<file path="src/shared/atd_defs.svh">
// Constants shared by both ends of the converter link: timing counts, offsets, bit positions.
`ifndef ATD_DEFS_SVH
`define ATD_DEFS_SVH

// ==========================================================
// Timing counts, in cycles of clk (10 MHz)
`define ATD_QUAL_CYCLES 4'd10
`define ATD_BOOT_CYCLES 3'd4
`define ATD_DELAY_SHORT 12'd256
`define ATD_DELAY_LONG 12'd1024
`define ATD_TRIM_CYCLES 8'd64
`define ATD_SAMPLE_DIV 3'd7
`define ATD_CMD_PHASE 5'd16
`define ATD_FLUSH_PAIRS 3'd4

// ==========================================================
// Receiver register byte offsets
`define ATD_REG_CTRL 5'h00
`define ATD_REG_STATUS 5'h04
`define ATD_REG_DATA 5'h08
`define ATD_REG_IRQ_STAT 5'h0c
`define ATD_REG_IRQ_MASK 5'h10

// ==========================================================
// Control register bit positions
`define ATD_CTRL_TRIM 0
`define ATD_CTRL_SLEEP 1
`define ATD_CTRL_EDGE 2
`define ATD_CTRL_DELAY 3

// ==========================================================
// Interrupt status bit positions
`define ATD_IRQ_TRIM_DONE 0
`define ATD_IRQ_RANGE 1
`define ATD_IRQ_PAIR 2

`endif

</file>
<file path="src/shared/atd_pkg.sv">
// Types shared by both ends of the converter link.
package atd_pkg;

  typedef logic [7:0] atd_code_t;

  typedef enum logic [2:0] {
    ATD_ST_BOOT = 3'b000,
    ATD_ST_POR_WAIT = 3'b001,
    ATD_ST_TRIM = 3'b010,
    ATD_ST_IDLE = 3'b011,
    ATD_ST_SLEEP = 3'b100
  } atd_state_e;

  typedef enum logic [1:0] {
    ATD_CMD_IDLE = 2'b00,
    ATD_CMD_LOW = 2'b01,
    ATD_CMD_HIGH = 2'b10
  } atd_cmd_e;

endpackage

</file>
<file path="src/shared/atd_link_if.sv">
// Link between the converter end and the receiving capture logic.
`timescale 1ns/1ns
interface atd_link_if;
  import atd_pkg::*;

  // Control pins driven by the receiver.
  logic selftrim_request;
  logic low_power_request;
  logic launch_edge_select;
  logic selftrim_delay_select;
  // Output pins driven by the converter; pins_oe high while they are driven.
  atd_code_t bus_a;
  atd_code_t bus_b;
  logic output_strobe;
  logic out_of_range;
  logic pins_oe;
  logic selftrim_active;

  modport dev (
    input selftrim_request,
    input low_power_request,
    input launch_edge_select,
    input selftrim_delay_select,
    output bus_a,
    output bus_b,
    output output_strobe,
    output out_of_range,
    output pins_oe,
    output selftrim_active
  );

  modport rcv (
    output selftrim_request,
    output low_power_request,
    output launch_edge_select,
    output selftrim_delay_select,
    input bus_a,
    input bus_b,
    input output_strobe,
    input out_of_range,
    input pins_oe,
    input selftrim_active
  );
endinterface

</file>
<file path="src/hw/atd_device.sv">
// Converter end: self-trim sequencer, power-down handling and 1:2 output demultiplexer.
`timescale 1ns/1ns
`include "atd_defs.svh"

module atd_device
  import atd_pkg::*;
(
  // Clock and reset
  input wire logic clk,
  input wire logic rst_n,
  // Converter core
  input wire logic signed [9:0] conv_value,
  output logic core_sleep,
  output logic core_trim,
  // Link to the receiver
  atd_link_if.dev link
);

  // ==========================================================
  // Conversion to offset binary with clipping

  // Returns {clipped, code}; the core value is two's complement.
  function automatic logic [8:0] to_offset(input logic signed [9:0] v);
    logic [8:0] r;
    r = {1'b0, v[7:0] ^ 8'h80};
    if (v > 10'sd127) begin
      r = {1'b1, 8'hff};
    end else if (v < -10'sd128) begin
      r = {1'b1, 8'h00};
    end
    return r;
  endfunction

  // ==========================================================
  // Pin synchronisers for the receiver's control pins

  logic [2:0] req_s;
  logic [2:0] lp_s;
  logic [2:0] edge_s;
  logic [2:0] dly_s;
  logic req_f;
  logic lp_f;
  logic edge_f;
  logic dly_f;

  always_ff @(posedge clk) begin
    if (!rst_n) begin
      req_s <= 3'h0;
      lp_s <= 3'h0;
      edge_s <= 3'h0;
      dly_s <= 3'h0;
    end else begin
      req_s <= {req_s[1:0], link.selftrim_request};
      lp_s <= {lp_s[1:0], link.low_power_request};
      edge_s <= {edge_s[1:0], link.launch_edge_select};
      dly_s <= {dly_s[1:0], link.selftrim_delay_select};
    end
  end

  // A level is taken once the second and third stages agree.
  always_ff @(posedge clk) begin
    if (!rst_n) begin
      req_f <= 1'b0;
      lp_f <= 1'b0;
      edge_f <= 1'b0;
      dly_f <= 1'b0;
    end else begin
      if (req_s[1] == req_s[2]) req_f <= req_s[2];
      if (lp_s[1] == lp_s[2]) lp_f <= lp_s[2];
      if (edge_s[1] == edge_s[2]) edge_f <= edge_s[2];
      if (dly_s[1] == dly_s[2]) dly_f <= dly_s[2];
    end
  end

  // ==========================================================
  // Request qualifier

  atd_state_e state_q;
  atd_state_e state_d;
  logic req_prev_q;
  logic [3:0] run_cnt_q;
  logic [3:0] run_cnt_d;
  logic low_ok_q;
  logic low_ok_d;
  wire logic asleep = (state_q == ATD_ST_SLEEP);
  wire logic run_same = (req_f == req_prev_q);
  wire logic run_full = (run_cnt_q == `ATD_QUAL_CYCLES);
  wire logic run_tenth = run_same && (run_cnt_q == `ATD_QUAL_CYCLES - 4'd1);
  wire logic trim_trig = req_f && run_tenth && low_ok_q;

  // Count restarts on every change of level and saturates at the qualifying length.
  assign run_cnt_d = asleep ? 4'h0 :
                     !run_same ? 4'h1 :
                     run_full ? run_cnt_q : run_cnt_q + 4'h1;
  // A qualified low phase arms the trigger; the following qualified high fires it.
  assign low_ok_d = asleep ? 1'b0 :
                    trim_trig ? 1'b0 :
                    (!req_f && run_tenth) ? 1'b1 : low_ok_q;

  always_ff @(posedge clk) begin
    if (!rst_n) begin
      req_prev_q <= 1'b0;
      run_cnt_q <= 4'h0;
      low_ok_q <= 1'b0;
    end else begin
      req_prev_q <= req_f;
      run_cnt_q <= run_cnt_d;
      low_ok_q <= low_ok_d;
    end
  end

  // ==========================================================
  // Trim sequencer

  logic [2:0] boot_cnt_q;
  logic [11:0] delay_cnt_q;
  logic [7:0] trim_cnt_q;
  wire logic boot_done = (boot_cnt_q == `ATD_BOOT_CYCLES);
  wire logic [11:0] delay_lim = dly_f ? `ATD_DELAY_LONG : `ATD_DELAY_SHORT;
  wire logic delay_done = (delay_cnt_q == delay_lim - 12'd1);
  wire logic trim_done = (trim_cnt_q == `ATD_TRIM_CYCLES - 8'd1);

  always_comb begin
    state_d = state_q;
    case (state_q)
      ATD_ST_BOOT: begin
        // The boot wait lets the pin straps pass the synchronisers.
        if (boot_done) begin
          state_d = req_f ? ATD_ST_IDLE : ATD_ST_POR_WAIT;
        end
      end
      ATD_ST_POR_WAIT: begin
        if (!lp_f && (delay_done || trim_trig)) begin
          state_d = ATD_ST_TRIM;
        end
      end
      ATD_ST_TRIM: begin
        if (trim_done) begin
          state_d = lp_f ? ATD_ST_SLEEP : ATD_ST_IDLE;
        end
      end
      ATD_ST_IDLE: begin
        if (lp_f) begin
          state_d = ATD_ST_SLEEP;
        end else if (trim_trig) begin
          state_d = ATD_ST_TRIM;
        end
      end
      ATD_ST_SLEEP: begin
        if (!lp_f) begin
          state_d = ATD_ST_IDLE;
        end
      end
      default: state_d = ATD_ST_BOOT;
    endcase
  end

  always_ff @(posedge clk) begin
    if (!rst_n) begin
      state_q <= ATD_ST_BOOT;
      boot_cnt_q <= 3'h0;
      delay_cnt_q <= 12'h000;
      trim_cnt_q <= 8'h00;
    end else begin
      state_q <= state_d;
      if (!boot_done) boot_cnt_q <= boot_cnt_q + 3'h1;
      // The delay counter stands still while power-down is held.
      if (state_q == ATD_ST_POR_WAIT && !lp_f) delay_cnt_q <= delay_cnt_q + 12'h001;
      trim_cnt_q <= (state_q == ATD_ST_TRIM) ? trim_cnt_q + 8'h01 : 8'h00;
    end
  end

  // Waiting for the delay with power-down held counts as powered down.
  wire logic sleep_w = asleep || (state_q == ATD_ST_POR_WAIT && lp_f);

  // ==========================================================
  // Sample divider and 1:2 demultiplexer

  logic [2:0] div_q;
  logic phase_q;
  atd_code_t pend_a_q;
  logic pend_clip_q;
  atd_code_t bus_a_q;
  atd_code_t bus_b_q;
  logic oor_q;
  logic strobe_q;
  logic oe_q;
  logic active_q;
  logic core_sleep_q;
  wire logic tick = (div_q == `ATD_SAMPLE_DIV) && !sleep_w;
  wire logic [8:0] conv = to_offset(conv_value);

  always_ff @(posedge clk) begin
    if (!rst_n) begin
      div_q <= 3'h0;
      phase_q <= 1'b0;
    end else if (!sleep_w) begin
      div_q <= div_q + 3'h1;
      if (tick) phase_q <= !phase_q;
    end
  end

  // Even samples wait in the holding register; odd samples complete the pair.
  // With no clock the registers simply hold, so the pins keep the last pair.
  always_ff @(posedge clk) begin
    if (!rst_n) begin
      pend_a_q <= 8'h80;
      pend_clip_q <= 1'b0;
      bus_a_q <= 8'h80;
      bus_b_q <= 8'h80;
      oor_q <= 1'b0;
      strobe_q <= 1'b0;
    end else if (tick && !phase_q) begin
      pend_a_q <= conv[7:0];
      pend_clip_q <= conv[8];
      strobe_q <= !edge_f;
    end else if (tick) begin
      bus_a_q <= pend_a_q;
      bus_b_q <= conv[7:0];
      oor_q <= pend_clip_q | conv[8];
      strobe_q <= edge_f;
    end
  end

  always_ff @(posedge clk) begin
    if (!rst_n) begin
      oe_q <= 1'b0;
      active_q <= 1'b0;
      core_sleep_q <= 1'b0;
    end else begin
      // Pins stay released during boot, before the power-down strap is known.
      oe_q <= !sleep_w && (state_q != ATD_ST_BOOT);
      active_q <= (state_d == ATD_ST_TRIM);
      core_sleep_q <= sleep_w;
    end
  end

  // ==========================================================
  // Outputs

  assign link.bus_a = bus_a_q;
  assign link.bus_b = bus_b_q;
  assign link.output_strobe = strobe_q;
  assign link.out_of_range = oor_q;
  assign link.pins_oe = oe_q;
  assign link.selftrim_active = active_q;
  assign core_sleep = core_sleep_q;
  assign core_trim = active_q;

endmodule // atd_device

</file>
<file path="src/flat_wrapper.sv">
// flat-port wrapper written by rule: the top's interface ports become plain ports
module atd_device_flat import atd_pkg::*;
  (clk, rst_n, conv_value, core_sleep, core_trim, link_selftrim_request, link_low_power_request, link_launch_edge_select, link_selftrim_delay_select, link_bus_a, link_bus_b, link_output_strobe, link_out_of_range, link_pins_oe, link_selftrim_active);
  atd_link_if link_i ();
  input wire logic clk;
  input wire logic rst_n;
  input wire logic signed [9:0] conv_value;
  output logic core_sleep;
  output logic core_trim;
  input wire logic [$bits(link_i.selftrim_request)-1:0] link_selftrim_request;
  input wire logic [$bits(link_i.low_power_request)-1:0] link_low_power_request;
  input wire logic [$bits(link_i.launch_edge_select)-1:0] link_launch_edge_select;
  input wire logic [$bits(link_i.selftrim_delay_select)-1:0] link_selftrim_delay_select;
  output wire logic [$bits(link_i.bus_a)-1:0] link_bus_a;
  output wire logic [$bits(link_i.bus_b)-1:0] link_bus_b;
  output wire logic [$bits(link_i.output_strobe)-1:0] link_output_strobe;
  output wire logic [$bits(link_i.out_of_range)-1:0] link_out_of_range;
  output wire logic [$bits(link_i.pins_oe)-1:0] link_pins_oe;
  output wire logic [$bits(link_i.selftrim_active)-1:0] link_selftrim_active;
  assign link_i.selftrim_request = link_selftrim_request;
  assign link_i.low_power_request = link_low_power_request;
  assign link_i.launch_edge_select = link_launch_edge_select;
  assign link_i.selftrim_delay_select = link_selftrim_delay_select;
  assign link_bus_a = link_i.bus_a;
  assign link_bus_b = link_i.bus_b;
  assign link_output_strobe = link_i.output_strobe;
  assign link_out_of_range = link_i.out_of_range;
  assign link_pins_oe = link_i.pins_oe;
  assign link_selftrim_active = link_i.selftrim_active;
  atd_device u_core (.clk(clk), .rst_n(rst_n), .conv_value(conv_value), .core_sleep(core_sleep), .core_trim(core_trim), .link(link_i));
endmodule
</file>
<file path="config.mk">
export PLATFORM = sky130hd
export DESIGN_NAME = atd_device_flat
export DESIGN_NICKNAME = d
export VERILOG_FILES = /design/src/shared/atd_pkg.sv /design/src/shared/atd_link_if.sv /design/src/hw/atd_device.sv /design/src/flat_wrapper.sv
export VERILOG_INCLUDE_DIRS = /design/src /design/src/shared
export SDC_FILE = /design/constraint.sdc
export NUM_CORES = 1
export LEC_CHECK = 0
export ABC_CLOCK_PERIOD_IN_PS = 2200
export BUFFER_PORTS_ARGS = -buffer_cell sky130_fd_sc_hd__buf_2
export CORE_UTILIZATION = 50
export CTS_CLUSTER_SIZE = 25
export DETAILED_ROUTE_END_ITERATION = 8
export GPL_ROUTABILITY_DRIVEN = 0
export PLACE_DENSITY = 0.81
export SLEW_MARGIN = 40
export SYNTH_ARGS = -nofsm -noshare
export SYNTH_HDL_FRONTEND = slang
export SYNTH_SLANG_ARGS = --single-unit
</file>
<file path="constraint.sdc">
create_clock -name clk -period 2.2 [get_ports clk]
set_input_delay 0.22 -clock clk [delete_from_list [all_inputs] [get_ports clk]]
set_output_delay 0.22 -clock clk [all_outputs]
set_load 0.005 [all_outputs]
</file>
==> out/qor.txt <==
Crit. Startpoint - u_core.state_q[0]$_SDFF_PN0_
worst hold path type - primary input to register
most common cell after layout, fill and taps aside - dfxtp_1
core region area - 6790 sq um
CTS root buf - clkbuf_8
final hold slack - 77.9 ps
number of synthesized flops with an enable pin - 0
Setup Fix Bufs, Post-CTS - 0
status - completed
DR WL/cell - 12.3 microns
commonest non-fill, non-tap cells in the layout - 82 x dfxtp_1, 51 x nand2_1, 37 x nor2_1, 37 x buf_2, 24 x mux2i_1
final core occ - 0.578
layout cell share with drive strength beyond 1 - 0.149
CTS Sinks - 82
power per cell area - 706 nW/um^2
final hold vios - 0
Setup Skew - 7.90 ps
global route overflow - 0
Seq cells post-synth - 82
worst path bufs/invs - 0
Detailed Route WL - 6.37 mm
Slew @ Worst Pin - 526 ps
clk_lat worst skew - 340 ps
synthesized net count - 414
Final ANT Viol Nets - 0
Row Count - 30
fin cells - 519
async set-reset flop share out of synthesis - 0
Synth Area per Inst - 9.01 sq um
Max FO, Critical Path - 14
Bufs on Longest Clock Path - 2
CP top delay family - simple AND/OR/NAND/NOR gates
Die ar. - 7350 sq um
max-slew violations - 0
final setup vio count - 0
hold buffers post-CTS - 0
Seq/Total Area, Yosys - 0.468
Die Y - 85.7 microns
clk slew on worst S/H paths - 80 ps
nets - 444
setup tns final - 0 ps
crit-path cells - nor4b_4 > nand3_2 > or4_1 > o21ai_1
unrepaired setup endpoints after global routing - no
DR DRC count - 0
Worst EP arrival - 2120 ps
RR Startpoint - u_core.state_q[0]$_SDFF_PN0_
fmax - 0.542 GHz
peak supply drop - 0.276 mV
io pins - 38
Synth cell types - 53
Setup CP Type - register to register
crit path capture type - register
vias per inst - 5.28
Vias - 2740
chip width - 85.7 microns
Max Cap Viol - 0
largest net degree at the start of global routing - 56
Worst EP required - 2480 ps
CTS tree - done
synthesized instance count - 389
Top FF cell, synth - dfxtp_1
Num CTS Buffers - 9
Post-CTS Resized - 0
Layout area overhead - 12.0%
H-Tree Depth - 3
Startpoint Class - register
CP max stage delay - 580 ps
Pleak - 0.00165 uW
n_diodes - 0
Total GRT Usage - 0.185
Initial Utilization - 0.516
post-DP HPWL - 4.37 mm
Crit-path slowest cell - dfxtp_1
number of global-route vias before repair - 2463
initial antenna violation count - 0
1st-iter DRT viols - 174
drt first pass iters - 4
Tmin final - 1840 ps
Cells after DPL - 504
Total Power - 2770 uW
max_slew headroom - 0.649
IO Port Bufs - 37
first-pass GRT wire length - 10.8 mm
yosys synthesis warning count - 0
final worst path period share - 0.838
post-synthesis cell area - 3510 sq um
Hold Crit Start - link_launch_edge_select
## where the power goes
part	internal (uW)	total [uW]	switching, uW
Clock	545	1070	524
Sequential	1510	1540	26.8
Combinational	69.0	163	93.5
Total	2130	2770	645
## path summary, 6_finish.rpt
check             depth (start not counted)                            endpoint  slack, ps
hold reg to reg                           1         u_core.edge_s[1]$_SDFF_PN0_        440
hold / removal                            2         u_core.edge_s[0]$_SDFF_PN0_         80
setup reg to reg                          4  u_core.delay_cnt_q[6]$_SDFFE_PN0P_        360
setup / recovery                          4  u_core.delay_cnt_q[6]$_SDFFE_PN0P_        360
## registers in the layout, summed over array words and instances, names as in the netlist, 4 cells and up
register,cells
u_core.delay_cnt_q,12
u_core.link.bus_a,8
u_core.link.bus_b,8
u_core.pend_a_q,8
u_core.run_cnt_q,4
u_core.trim_cnt_q,8
## cells in the mapped netlist (2+ instances only)
library cell | n | area share
or3_1 | 5 | 0.0089
a21boi_0 | 7 | 0.015
nand3_1 | 13 | 0.019
a211oi_1 | 3 | 0.0064
o22ai_1 | 8 | 0.014
a21oi_1 | 22 | 0.031
and2_1 | 15 | 0.027
nand3b_1 | 2 | 0.0043
and3_1 | 5 | 0.0089
ha_1 | 9 | 0.032
clkbuf_1 | 13 | 0.014
o21ai_0 | 14 | 0.020
mux2i_1 | 24 | 0.069
nand2_1 | 51 | 0.055
xor2_1 | 11 | 0.027
xnor2_1 | 7 | 0.017
nor2_1 | 37 | 0.040
buf_1 | 2 | 0.0021
buf_6 | 2 | 0.0064
o31a_1 | 2 | 0.0050
inv_1 | 11 | 0.012
nor3_1 | 3 | 0.0043
a31oi_1 | 3 | 0.0054
buf_2 | 3 | 0.0043
and4_1 | 2 | 0.0050
nand4_1 | 6 | 0.011
nand2b_1 | 2 | 0.0036
dfxtp_1 | 82 | 0.47
## through the flow
stage / area (sq um) / setup WS, ps
after floorplan: 3510 / 517
after global placement: 3730 / 482
after detailed placement: 3730 / 383
after CTS: 3930 / 375
after global routing: 3930 / 206
final: 3930 / 356
## routing by layer
layer / global-route usage / vias to the layer above / wire length (microns)
met5: 0 / - / 0
li1: - / 1399 / -
met2: 0.308 / 45 / 3120
met3: 0.0318 / 8 / 147
met1: 0.230 / 1288 / 2990
met4: 0.0939 / 0 / 108
## area by class of cell
cell class / count / area [sq um]
clock buffers: 10 / 138
clock inverters: 5 / 55.1
fillers: 591 / 2870
inverters: 11 / 41.3
multi-input cells: 273 / 1710
flip-flops and latches: 82 / 1640
well taps: 96 / 120
repair buffers: 42 / 223
## logic make-up after synthesis
| logic type | synth area share |
|---|---|
| AND/OR/NAND/NOR | 0.221 |
| flip-flops | 0.468 |
| AO/OA/AOI/OAI | 0.121 |
| buffers and inverters | 0.0443 |
| multiplexers | 0.0685 |
| XOR/XNOR | 0.0450 |
| adder cells (fa/ha/maj) | 0.0321 |
Power figures use the tool's default switching activity.
